$ cat config.mk
export PLATFORM = sky130hd
export DESIGN_NAME = scan_test_regs
export DESIGN_NICKNAME = d
export VERILOG_FILES = /design/src/rtl/scan_pkg.sv /design/src/rtl/scan_test_regs.sv /design/src/rtl/pin_sampler.sv
export SDC_FILE = /design/constraint.sdc
export NUM_CORES = 1
export LEC_CHECK = 0
export BUFFER_PORTS_ARGS = -buffer_cell sky130_fd_sc_hd__buf_2
export CORE_UTILIZATION = 32
export DETAILED_ROUTE_END_ITERATION = 16
export SLEW_MARGIN = 10
export SYNTH_ARGS = -nofsm -noshare
export SYNTH_HDL_FRONTEND = slang
export SYNTH_SLANG_ARGS = --single-unit
$ cat constraint.sdc
create_clock -name ref_clk -period 2.65 [get_ports ref_clk]
set_clock_uncertainty 0.2 [all_clocks]
set_input_delay 0.265 -clock ref_clk [delete_from_list [all_inputs] [get_ports ref_clk]]
set_output_delay 0.265 -clock ref_clk [all_outputs]
set_load 0.02 [all_outputs]
$ cat src/rtl/scan_pkg.sv
// constants, cell map and controller states for the boundary-scan test registers
package scan_pkg;
  localparam int IR_W = 3;
  localparam int BSR_LEN = 46;
  localparam int ID_W = 32;
  localparam int BUS_W = 8;

  // instruction codes
  localparam logic [IR_W-1:0] OP_EXTEST = 3'h0;
  localparam logic [IR_W-1:0] OP_IDCODE = 3'h1;
  localparam logic [IR_W-1:0] OP_SAMPLE = 3'h2;
  localparam logic [IR_W-1:0] OP_CLAMP = 3'h3;
  localparam logic [IR_W-1:0] OP_HIGHZ = 3'h4;
  localparam logic [IR_W-1:0] OP_BYPASS = 3'h7;
  localparam logic [IR_W-1:0] IR_CAPTURE_VAL = 3'h1;

  // identification field positions
  localparam int ID_MARK_BIT = 0;
  localparam int ID_MFR_LSB = 1;
  localparam int ID_PART_LSB = 12;
  localparam int ID_VER_LSB = 28;

  // boundary cell positions
  localparam int CELL_BUS1 = 0;
  localparam int CELL_BUS_UPPER_OE = 1;
  localparam int CELL_BUS0 = 2;
  localparam int CELL_BUS0_OE = 3;
  localparam int CELL_INT = 14;
  localparam int CELL_INT_OE = 15;
  localparam int CELL_SYNC = 25;
  localparam int CELL_SYNC_OE = 26;
  localparam int CELL_BUS_TOP_BASE = 47; // bus bit k (k>=2) sits at cell 47-k

  localparam int SYNC_STAGES = 2;
  localparam logic BYPASS_CAPTURE = 1'b0;

  typedef enum logic [15:0] {
    ST_RESET = 16'h0001,
    ST_IDLE = 16'h0002,
    ST_SEL_DR = 16'h0004,
    ST_CAP_DR = 16'h0008,
    ST_SHIFT_DR = 16'h0010,
    ST_EXIT1_DR = 16'h0020,
    ST_PAUSE_DR = 16'h0040,
    ST_EXIT2_DR = 16'h0080,
    ST_UPD_DR = 16'h0100,
    ST_SEL_IR = 16'h0200,
    ST_CAP_IR = 16'h0400,
    ST_SHIFT_IR = 16'h0800,
    ST_EXIT1_IR = 16'h1000,
    ST_PAUSE_IR = 16'h2000,
    ST_EXIT2_IR = 16'h4000,
    ST_UPD_IR = 16'h8000
  } tap_state_t;
endpackage

$ cat src/rtl/scan_test_regs.sv
// test access controller with bypass, identification and boundary scan registers
// Functional notes
// - bypass and boundary registers each selectable between serial in and out.
// - identification register exists, used by identification instruction and reset state.
// - identification register: 32-bit shift stage plus 32-bit latched output.
// - identification selected under its instruction and in logic-reset state.
// - one-bit bypass stage forms path for bypass, clamp, high-impedance.
// - boundary register has shift path and latched output for all cells.
// - 46 cells; bus uses enable cell 1, bit zero 3, interrupt 15, sync 26.
// - codes: bypass 111, extest 000, clamp 011, highz 100, idcode 001.
// - identification: lsb one, 11-bit maker, 16-bit part, 4-bit version.
// - data latches update only on falling clock in update-data state.
`timescale 1ns/100ps
module scan_test_regs #(
  parameter logic [10:0] MFR_CODE = 11'h2aa, // arbitrary value
  parameter logic [15:0] PART_CODE = 16'h1234, // arbitrary value
  parameter logic [3:0] VERSION_CODE = 4'h1 // arbitrary value
) (
  input wire logic ref_clk, // 40 MHz system clock
  input wire logic rst_n, // async reset, active low
  input wire logic test_clock, // scan clock pin
  input wire logic test_mode_select, // scan mode select pin
  input wire logic test_serial_in, // scan data in pin
  output logic test_serial_out, // scan data out
  output logic test_serial_out_oe_n, // low while data out driven
  input wire logic [scan_pkg::BSR_LEN-1:0] pin_observe, // pin levels seen by cells
  input wire logic [scan_pkg::BUS_W-1:0] core_bus_data, // functional bus data
  input wire logic [scan_pkg::BUS_W-1:0] core_bus_oe_n, // functional bus enables
  input wire logic core_int, // functional interrupt level
  input wire logic core_int_oe_n, // functional interrupt enable
  input wire logic core_tx_sync, // functional 8 kHz sync
  input wire logic core_tx_sync_oe_n, // functional sync enable
  output logic [scan_pkg::BUS_W-1:0] bus_data_out, // bus pin data
  output logic [scan_pkg::BUS_W-1:0] bus_data_oe_n, // bus pin enables, low drives
  output logic int_out, // interrupt pin data
  output logic int_oe_n, // interrupt enable, low drives
  output logic tx_sync_out, // sync pin data
  output logic tx_sync_oe_n, // sync enable, low drives
  output logic [scan_pkg::ID_W-1:0] id_latched // identification parallel latch
);
  localparam int SW = scan_pkg::BSR_LEN + 3;
  localparam logic [scan_pkg::ID_W-1:0] ID_VALUE =
    {VERSION_CODE, PART_CODE, MFR_CODE, 1'b1};

  logic [SW-1:0] pins_sync;
  logic tck_rise;
  logic tck_fall;
  logic tms;
  logic tdi;
  logic [scan_pkg::BSR_LEN-1:0] obs;

  scan_pkg::tap_state_t state_reg;
  scan_pkg::tap_state_t state_next;
  logic [scan_pkg::IR_W-1:0] ir_shift_reg;
  logic [scan_pkg::IR_W-1:0] ir_reg;
  logic [scan_pkg::BSR_LEN-1:0] bsr_shift_reg;
  logic [scan_pkg::BSR_LEN-1:0] bsr_upd_reg;
  logic [scan_pkg::ID_W-1:0] id_shift_reg;
  logic [scan_pkg::ID_W-1:0] id_par_reg;
  logic byp_reg;
  logic tdo_reg;
  logic tdo_oe_n_reg;

  // all pins arrive unsynchronised, the clock pin rides in bit 0
  pin_sampler #(.W(SW)) u_sampler (
    .ref_clk(ref_clk),
    .rst_n(rst_n),
    .pin_in({pin_observe, test_serial_in, test_mode_select, test_clock}),
    .pin_sync(pins_sync),
    .clk_rise(tck_rise),
    .clk_fall(tck_fall)
  );
  assign tms = pins_sync[1];
  assign tdi = pins_sync[2];
  assign obs = pins_sync[SW-1:3];

  // register selection from current instruction; identification is also selected in the logic-reset state
  wire sel_id = (ir_reg == scan_pkg::OP_IDCODE) || (state_reg == scan_pkg::ST_RESET);
  wire sel_bsr = (ir_reg == scan_pkg::OP_EXTEST) || (ir_reg == scan_pkg::OP_SAMPLE);
  wire sel_byp = !sel_id && !sel_bsr;
  wire in_shift_dr = (state_reg == scan_pkg::ST_SHIFT_DR);
  wire in_shift_ir = (state_reg == scan_pkg::ST_SHIFT_IR);
  wire dr_lsb = sel_id ? id_shift_reg[0] : (sel_bsr ? bsr_shift_reg[0] : byp_reg);
  wire tdo_next = in_shift_ir ? ir_shift_reg[0] : dr_lsb;
  wire test_drive = (ir_reg == scan_pkg::OP_EXTEST) || (ir_reg == scan_pkg::OP_CLAMP);
  wire test_float = (ir_reg == scan_pkg::OP_HIGHZ);

  // controller transitions on the mode select bit
  always_comb begin
    case (state_reg)
      scan_pkg::ST_RESET: state_next = tms ? scan_pkg::ST_RESET : scan_pkg::ST_IDLE;
      scan_pkg::ST_IDLE: state_next = tms ? scan_pkg::ST_SEL_DR : scan_pkg::ST_IDLE;
      scan_pkg::ST_SEL_DR: state_next = tms ? scan_pkg::ST_SEL_IR : scan_pkg::ST_CAP_DR;
      scan_pkg::ST_CAP_DR: state_next = tms ? scan_pkg::ST_EXIT1_DR : scan_pkg::ST_SHIFT_DR;
      scan_pkg::ST_SHIFT_DR: state_next = tms ? scan_pkg::ST_EXIT1_DR : scan_pkg::ST_SHIFT_DR;
      scan_pkg::ST_EXIT1_DR: state_next = tms ? scan_pkg::ST_UPD_DR : scan_pkg::ST_PAUSE_DR;
      scan_pkg::ST_PAUSE_DR: state_next = tms ? scan_pkg::ST_EXIT2_DR : scan_pkg::ST_PAUSE_DR;
      scan_pkg::ST_EXIT2_DR: state_next = tms ? scan_pkg::ST_UPD_DR : scan_pkg::ST_SHIFT_DR;
      scan_pkg::ST_UPD_DR: state_next = tms ? scan_pkg::ST_SEL_DR : scan_pkg::ST_IDLE;
      scan_pkg::ST_SEL_IR: state_next = tms ? scan_pkg::ST_RESET : scan_pkg::ST_CAP_IR;
      scan_pkg::ST_CAP_IR: state_next = tms ? scan_pkg::ST_EXIT1_IR : scan_pkg::ST_SHIFT_IR;
      scan_pkg::ST_SHIFT_IR: state_next = tms ? scan_pkg::ST_EXIT1_IR : scan_pkg::ST_SHIFT_IR;
      scan_pkg::ST_EXIT1_IR: state_next = tms ? scan_pkg::ST_UPD_IR : scan_pkg::ST_PAUSE_IR;
      scan_pkg::ST_PAUSE_IR: state_next = tms ? scan_pkg::ST_EXIT2_IR : scan_pkg::ST_PAUSE_IR;
      scan_pkg::ST_EXIT2_IR: state_next = tms ? scan_pkg::ST_UPD_IR : scan_pkg::ST_SHIFT_IR;
      scan_pkg::ST_UPD_IR: state_next = tms ? scan_pkg::ST_SEL_DR : scan_pkg::ST_IDLE;
      default: state_next = scan_pkg::ST_RESET;
    endcase
  end

  // controller advances on the rising scan clock
  always_ff @(posedge ref_clk or negedge rst_n) begin
    if (!rst_n) begin
      state_reg <= scan_pkg::ST_RESET;
    end else if (tck_rise) begin
      state_reg <= state_next;
    end
  end

  // instruction shift and latch; reset state forces identification
  always_ff @(posedge ref_clk or negedge rst_n) begin
    if (!rst_n) begin
      ir_shift_reg <= scan_pkg::IR_CAPTURE_VAL;
      ir_reg <= scan_pkg::OP_IDCODE;
    end else begin
      if (tck_rise && state_reg == scan_pkg::ST_CAP_IR) begin
        ir_shift_reg <= scan_pkg::IR_CAPTURE_VAL;
      end else if (tck_rise && in_shift_ir) begin
        ir_shift_reg <= {tdi, ir_shift_reg[scan_pkg::IR_W-1:1]};
      end
      if (state_reg == scan_pkg::ST_RESET) begin
        ir_reg <= scan_pkg::OP_IDCODE;
      end else if (tck_fall && state_reg == scan_pkg::ST_UPD_IR) begin
        ir_reg <= ir_shift_reg;
      end
    end
  end

  // bypass stage: zero on capture, one stage on shift
  always_ff @(posedge ref_clk or negedge rst_n) begin
    if (!rst_n) begin
      byp_reg <= scan_pkg::BYPASS_CAPTURE;
    end else if (tck_rise && sel_byp && state_reg == scan_pkg::ST_CAP_DR) begin
      byp_reg <= scan_pkg::BYPASS_CAPTURE;
    end else if (tck_rise && sel_byp && in_shift_dr) begin
      byp_reg <= tdi;
    end
  end

  // identification shift stage and its parallel latch
  always_ff @(posedge ref_clk or negedge rst_n) begin
    if (!rst_n) begin
      id_shift_reg <= ID_VALUE;
      id_par_reg <= ID_VALUE;
    end else begin
      if (tck_rise && sel_id && state_reg == scan_pkg::ST_CAP_DR) begin
        id_shift_reg <= ID_VALUE;
      end else if (tck_rise && sel_id && in_shift_dr) begin
        id_shift_reg <= {tdi, id_shift_reg[scan_pkg::ID_W-1:1]};
      end
      if (tck_fall && sel_id && state_reg == scan_pkg::ST_UPD_DR) begin
        id_par_reg <= id_shift_reg;
      end
    end
  end

  // boundary chain: capture pins, shift, update latches only in update-data
  always_ff @(posedge ref_clk or negedge rst_n) begin
    if (!rst_n) begin
      bsr_shift_reg <= '0;
      bsr_upd_reg <= '0;
    end else begin
      if (tck_rise && sel_bsr && state_reg == scan_pkg::ST_CAP_DR) begin
        bsr_shift_reg <= obs;
      end else if (tck_rise && sel_bsr && in_shift_dr) begin
        bsr_shift_reg <= {tdi, bsr_shift_reg[scan_pkg::BSR_LEN-1:1]};
      end
      if (tck_fall && sel_bsr && state_reg == scan_pkg::ST_UPD_DR) begin
        bsr_upd_reg <= bsr_shift_reg;
      end
    end
  end

  // serial out changes on the falling clock so the tester samples it stable
  always_ff @(posedge ref_clk or negedge rst_n) begin
    if (!rst_n) begin
      tdo_reg <= 1'b0;
      tdo_oe_n_reg <= 1'b1;
    end else if (tck_fall) begin
      tdo_reg <= tdo_next;
      tdo_oe_n_reg <= !(in_shift_dr || in_shift_ir);
    end
  end
  assign test_serial_out = tdo_reg;
  assign test_serial_out_oe_n = tdo_oe_n_reg;
  assign id_latched = id_par_reg;

  // pin muxes; a control cell at one enables its drivers
  logic [scan_pkg::BUS_W-1:0] bus_d_next;
  logic [scan_pkg::BUS_W-1:0] bus_oe_next;
  logic [scan_pkg::BUS_W-1:0] bus_data_reg;
  logic [scan_pkg::BUS_W-1:0] bus_oe_n_reg;
  logic int_reg;
  logic int_oe_n_reg;
  logic sync_reg;
  logic sync_oe_n_reg;
  genvar k;
  generate
    for (k = 0; k < scan_pkg::BUS_W; k++) begin : g_bus
      localparam int DC = (k == 0) ? scan_pkg::CELL_BUS0 :
        (k == 1) ? scan_pkg::CELL_BUS1 : scan_pkg::CELL_BUS_TOP_BASE - k;
      localparam int EC = (k == 0) ? scan_pkg::CELL_BUS0_OE : scan_pkg::CELL_BUS_UPPER_OE;
      assign bus_d_next[k] = test_drive ? bsr_upd_reg[DC] : core_bus_data[k];
      assign bus_oe_next[k] = test_float ? 1'b1 :
        (test_drive ? !bsr_upd_reg[EC] : core_bus_oe_n[k]);
    end
  endgenerate
  wire int_next = test_drive ? bsr_upd_reg[scan_pkg::CELL_INT] : core_int;
  wire int_oe_next = test_float ? 1'b1 :
    (test_drive ? !bsr_upd_reg[scan_pkg::CELL_INT_OE] : core_int_oe_n);
  wire sync_next = test_drive ? bsr_upd_reg[scan_pkg::CELL_SYNC] : core_tx_sync;
  wire sync_oe_next = test_float ? 1'b1 :
    (test_drive ? !bsr_upd_reg[scan_pkg::CELL_SYNC_OE] : core_tx_sync_oe_n);

  // pin outputs registered; drivers stay off during reset
  always_ff @(posedge ref_clk or negedge rst_n) begin
    if (!rst_n) begin
      bus_data_reg <= '0;
      bus_oe_n_reg <= '1;
      int_reg <= 1'b0;
      int_oe_n_reg <= 1'b1;
      sync_reg <= 1'b0;
      sync_oe_n_reg <= 1'b1;
    end else begin
      bus_data_reg <= bus_d_next;
      bus_oe_n_reg <= bus_oe_next;
      int_reg <= int_next;
      int_oe_n_reg <= int_oe_next;
      sync_reg <= sync_next;
      sync_oe_n_reg <= sync_oe_next;
    end
  end
  assign bus_data_out = bus_data_reg;
  assign bus_data_oe_n = bus_oe_n_reg;
  assign int_out = int_reg;
  assign int_oe_n = int_oe_n_reg;
  assign tx_sync_out = sync_reg;
  assign tx_sync_oe_n = sync_oe_n_reg;
endmodule // scan_test_regs

$ cat src/rtl/pin_sampler.sv
// two-flop synchroniser for test pins with edge detection on bit 0
`timescale 1ns/100ps
module pin_sampler #(
  parameter int W = 4
) (
  input wire logic ref_clk, // system clock
  input wire logic rst_n, // async reset, active low
  input wire logic [W-1:0] pin_in, // asynchronous pin levels
  output logic [W-1:0] pin_sync, // synchronised levels
  output logic clk_rise, // one-cycle pulse, bit 0 rose
  output logic clk_fall // one-cycle pulse, bit 0 fell
);
  logic [W-1:0] meta_reg;
  logic [W-1:0] sync_reg;
  logic prev_reg;

  // first stage feeds only the second stage
  always_ff @(posedge ref_clk or negedge rst_n) begin
    if (!rst_n) begin
      meta_reg <= '0;
      sync_reg <= '0;
      prev_reg <= 1'b0;
    end else begin
      meta_reg <= pin_in;
      sync_reg <= meta_reg;
      prev_reg <= sync_reg[0];
    end
  end

  // edges of the sampled scan clock
  assign pin_sync = sync_reg;
  assign clk_rise = sync_reg[0] & ~prev_reg;
  assign clk_fall = ~sync_reg[0] & prev_reg;
endmodule // pin_sampler

# Word level (Yosys, flattened, before mapping)
# Index checks and enable logic that the tools add are counted.
# word_totals
ff_bits	300
in_bits	71
out_inout_bits	54
word_cells	136
# classes
n_eq_ne	20
muxes	56
bitwise_logic	4
reduce_logical	37
# op_table
op	n
$pmux W16 S12	1
$mux W46	2
$mux W32	2
$mux W1	35
$mux W16	2
$mux W9	2
$logic_and A1 B1 Y1	17
$eq A16 B1 Y1 const B	1
$eq A16 B10 Y1 const B	1
$eq A16 B11 Y1 const B	1
$eq A16 B12 Y1 const B	1
$eq A16 B13 Y1 const B	1
$eq A16 B14 Y1 const B	1
$eq A16 B15 Y1 const B	1
$eq A16 B16 Y1 const B	1
$eq A16 B2 Y1 const B	1
$eq A16 B3 Y1 const B	1
$eq A16 B4 Y1 const B	1
$eq A16 B5 Y1 const B	1
$eq A16 B6 Y1 const B	1
$eq A16 B7 Y1 const B	1
$eq A16 B8 Y1 const B	1
$eq A16 B9 Y1 const B	1
$mux W15	1
other kinds (18)	39

# Logic depth before layout (Yosys ltp)
# logic_depth
word_depth	8
mapped_depth	9
ltp_nobuf	5

# By module
# From an unflattened synthesis, not the netlist that was laid out.
# hier_totals
cells_unflattened	786
area_unflattened_um2	10064.7
# by_module_without_submodules
module	instances	cells_per_inst	area_per_inst_um2	seq_area_each_um2
scan_test_regs	1	685	7572.3	4276.6
pin_sampler	1	101	2492.4	2477.4

# Least setup slack after synthesis
# Ideal clock, no wire load.
# synth_path
path_type	register to register
startpoint	register state_reg[0]
endpoint	register id_par_reg, in the netlist id_latched[11]
setup_ns	0.125
t_arrival_ns	2.214
t_required_ns	2.325
slack_ns	0.111
path_stages_with_launch	7
n_path_buf	2
period_less_slack_ns	2.539
cell_sequence	dfstp_2 > buf_2 > or4b_1 > nor4_4 > o21ai_4 > buf_6 > mux2_4
# synth_between
elab_chain_cells	4
elab_cells_between_ends	5
classes_between	eq/ne (2); reduce/logical (3)
# synth_rtl
element	line	rtl
start: declaration	scan_test_regs.sv:52	scan_pkg::tap_state_t state_reg;
start signal: assignment	scan_test_regs.sv:114	state_reg <= scan_pkg::ST_RESET;
start signal: assignment	scan_test_regs.sv:116	state_reg <= state_next;
$eq A16 B1 Y1	scan_test_regs.sv:78	wire sel_id = (ir_reg == scan_pkg::OP_IDCODE) || (state_reg == scan_pkg::ST_RESET);
$logic_or A1 B1 Y1	scan_test_regs.sv:78	
$logic_and A1 B1 Y1	scan_test_regs.sv:161	if (tck_fall && sel_id && state_reg == scan_pkg::ST_UPD_DR) begin
$logic_and A1 B1 Y1 *	scan_test_regs.sv:161	
end signal: assignment	scan_test_regs.sv:162	id_par_reg <= id_shift_reg;
end: declaration	scan_test_regs.sv:59	logic [scan_pkg::ID_W-1:0] id_par_reg;
# Every way passes the cells marked *; elsewhere a longest branch is shown, timed or not.
# A chain may end at the register's enable or synchronous reset.

# Worst setup path after layout
# layout_path
startpoint	register state_reg[3]
endpoint	register byp_reg
# layout_between
elab_chain_cells	7
elab_cells_between_ends	11
classes_between	eq/ne (3); mux (1); reduce/logical (7)
# layout_rtl
element	line	rtl
$eq A16 B1 Y1	scan_test_regs.sv:78	
$logic_or A1 B1 Y1	scan_test_regs.sv:78	
$logic_not A1 Y1	scan_test_regs.sv:80	wire sel_byp = !sel_id && !sel_bsr;
$logic_and A1 B1 Y1	scan_test_regs.sv:80	
$logic_and A1 B1 Y1	scan_test_regs.sv:143, scan_test_regs.sv:145	
$logic_and A1 B1 Y1 (on tied branches)	scan_test_regs.sv:143, scan_test_regs.sv:145	
$mux W1 / $reduce_bool A2 Y1 (equally long branches)	-	
end signal: assignment	scan_test_regs.sv:142	byp_reg <= scan_pkg::BYPASS_CAPTURE;
end signal: assignment	scan_test_regs.sv:144	byp_reg <= scan_pkg::BYPASS_CAPTURE;
end signal: assignment	scan_test_regs.sv:146	byp_reg <= tdi;
end: declaration	scan_test_regs.sv:60	logic byp_reg;
# Several ways; a longest one is shown, not always the timed one.

==> flow_metrics.tcl <==
set metrics [dict create \
    synthTopCellsByArea "dfrtp_1, dfstp_2, mux2i_1, mux2_4, nand2_1" \
    grt_max_degree 83 \
    yosysWarnings 0 \
    regToRegSetupSlack_ns 0.16 \
    ant_nets 0 \
    yosysMostFrequentCell "dfrtp_1" \
    cts_buffers 29 \
    via_per_inst 4.56 \
    power.share.clock 0.469 \
    wirelength_um 21100 \
    vdd_ir_drop_max_mv 0.483 \
    grtUsageTotal 0.134 \
    tns_ns 0 \
    rsz0062_at_grt "false" \
    p_leak_nw 6.53 \
    clk_pin_slew_worst_paths_ns 0.06 \
    pwr-share-comb 0.086 \
    synth_edf_count 0 \
    arrival_ns 2.71 \
    portBuffers 124 \
    reg2reg_depth 5 \
    io_pins 125 \
    drc 0 \
    ys_seq_area_frac 0.660 \
    synth_top_area_share 0.562 \
    dp_hpwl_um 13700 \
    synth.distinct_cells 54 \
    synth.net_count 878 \
    power_density_nw_per_um2 723 \
    slew_headroom 0.575 \
    async_reset_ff_frac 1.00 \
    critical_path_class "reg -> reg" \
    dieHeight_um 181 \
    seq_area_sq_um 6750 \
    start_util 0.324 \
    p_sw_mw 2.16 \
    area.growth.synth_to_final_pct 30.4 \
    synth_area_sq_um 10200 \
    crit_required_ns 2.88 \
    hp-class "in -> async" \
    min_period_ns 2.49 \
    fin_nets 1103 \
    yosys_register_bits 268 \
    final_util 0.423 \
    post_drt_wl_per_cell_um 14.5 \
    cts_tree "built" \
    seq_power_share 0.445 \
    slowest_stage "or4b_2" \
    diodes 0 \
    core_sq_um 31600 \
    crit_chain "or4b_2 -> o22ai_2 -> nand2_1 -> nor4_1 -> mux2_2" \
    clock-sinks 268 \
    p_sw_frac 0.224 \
    firstDrtPassIters 4 \
    antenna_found_initial 1 \
    finalSetupViolations 0 \
    reg2reg_from "state_reg[3]" \
    gp_congestion 0.848 \
    final-hold-violation-count 0 \
    cts_max_path_buffers 3 \
    die_area_sq_um 32700 \
    post_cts_buffers 0 \
    grt_pass1_vias 6858 \
    avgSynthCellArea_sq_um 12.7 \
    cp_max_fo 8 \
    num_vias 6646 \
    synth_cells 807 \
    outcome "completed" \
    h-tree-depth 1 \
    worstSetupStartpointType "register" \
    die_w_um 181 \
    yosys.area.top_type "dfrtp_1" \
    drv_cap 0 \
    grt_overflow_total 0 \
    clk-insertion-delay-late_ns 0.54 \
    synthTopCellsByCount "dfrtp_1, nand2_1, nor2_1" \
    fillers 2895 \
    worst_pin_slew_ns 0.633 \
    yosys_most_used_dff "dfrtp_1" \
    layout-drive-gt1-share 0.316 \
    r2r_end "byp_reg" \
    p_int_mw 7.49 \
    num_rows 65 \
    grt_pass1_wl_um 35700 \
    crit_path_end_kind "register" \
    drt-initial-drc-count 333 \
    finalCritPeriodShare 0.939 \
    critPathMaxStageDelay_ns 0.69 \
    maxSlewViolCount 0 \
    clockRootBuffer "clkbuf_16" \
    max_freq_ghz 0.402 \
    multi_input_area_sq_um 3190 \
]
==> per-layer routing <==
metal	vias to the layer above	routed length, um	share of wire	track usage
met2	156	10200	0.48	0.221
met1	3232	9600	0.46	0.182
li1	3224	-	-	-
met4	0	427	0.020	0.0410
met3	34	887	0.042	0.0214
met5	-	0	0	0
==> what timing repair did <==
| action | 4_1_cts | 5_1_grt |
|---|---|---|
| resized for setup | 0 | 1 |
| hold endpoints to repair | 233 | 0 |
| hold buffers | 70 | 0 |
| endpoints found under the setup margin | 0 | 2 |
==> per-stage QoR <==
step / total power [mW] / worst slack (ns) / instance area (sq um) / std cells / hold WS (ns)
final: 9.65 / 0.163 / 13300 / 1456 / 0.0954
after global routing: 10.1 / 0.0169 / 13300 / 1456 / 0.139
after CTS: 9.79 / 0.137 / 13300 / 1456 / 0.102
after detailed placement: 5.12 / 0.160 / 11600 / 1333 / 0.0972
after global placement: 5.12 / 0.177 / 11600 / 1333 / 0.0959
after floorplan: 4.72 / 0.111 / 10200 / 807 / -0.231
==> area by class of cell <==
type	count	share of cell area
Clock buffer	35	0.0583
Clock inverter	18	0.0234
Sequential cell	268	0.506
Inverter	3	0.000844
Tap cell	402	0.0377
Multi-Input combinational cell	489	0.239
Timing Repair Buffer	241	0.135
==> critical path: cells and delay by family, from the launching register on <==
kind            cells  cell delay (ns)
simple gates        3             1.12
flops               1             0.48
mux                 1             0.37
compound gates      1             0.22
==> power by group through the flow <==
stage | Sequential, mW | Combinational (mW) | Clock [mW]
after floorplan | 4.36 | 0.362 | 0
final | 4.29 | 0.833 | 4.52
after global placement | 4.36 | 0.756 | 0
after detailed placement | 4.36 | 0.754 | 0
after global routing | 4.30 | 0.920 | 4.86
after CTS | 4.29 | 0.836 | 4.67
==> cells in the final DEF (no fill, tap or decap), types with 4 or more instances in the layout <==
| cell | count |
|---|---|
| dfrtp_1 | 230 |
| buf_2 | 123 |
| nand2_1 | 105 |
| nor2_1 | 80 |
| dlygate4sd3_1 | 70 |
| a21oi_1 | 54 |
| mux2i_1 | 49 |
| dfstp_2 | 38 |
| buf_4 | 38 |
| mux2_4 | 30 |
| clkbuf_16 | 29 |
| o21ai_1 | 24 |
| mux2_2 | 19 |
| o21ai_0 | 19 |
| nand3_1 | 14 |
| a21o_1 | 9 |
| buf_12 | 9 |
| o21ai_2 | 8 |
| bufinv_16 | 8 |
| nor4_1 | 7 |
| nor2b_1 | 6 |
| nor3_1 | 5 |
| nand2b_1 | 4 |
| or4b_2 | 4 |
| or4_1 | 4 |
| xnor2_1 | 4 |
==> logic make-up (layout without fill, tap and decap cells) <==
logic type	count (synthesis)	count (layout)	share of synthesized area
and+or+nand+nor	252	252	0.114
buffers and inverters	50	297	0.0302
DFF	268	268	0.660
muxes	98	98	0.113
xor gates and xnor gates	6	6	0.00513
AOI/OAI and AO/OA	133	133	0.0783
==> how the worst max path moves through the flow <==
stage	endpoint	depth (start not counted)	slack (ns)	from
after floorplan	id_latched[11]	6	0.11	state_reg[0]
after global placement	byp_reg	5	0.18	state_reg[4]
after detailed placement	byp_reg	5	0.16	state_reg[5]
after CTS	byp_reg	5	0.14	state_reg[5]
after global routing	byp_reg	5	0.02	state_reg[3]
final	byp_reg	5	0.16	state_reg[3]
No activity file was read; power rests on OpenSTA's default activity.
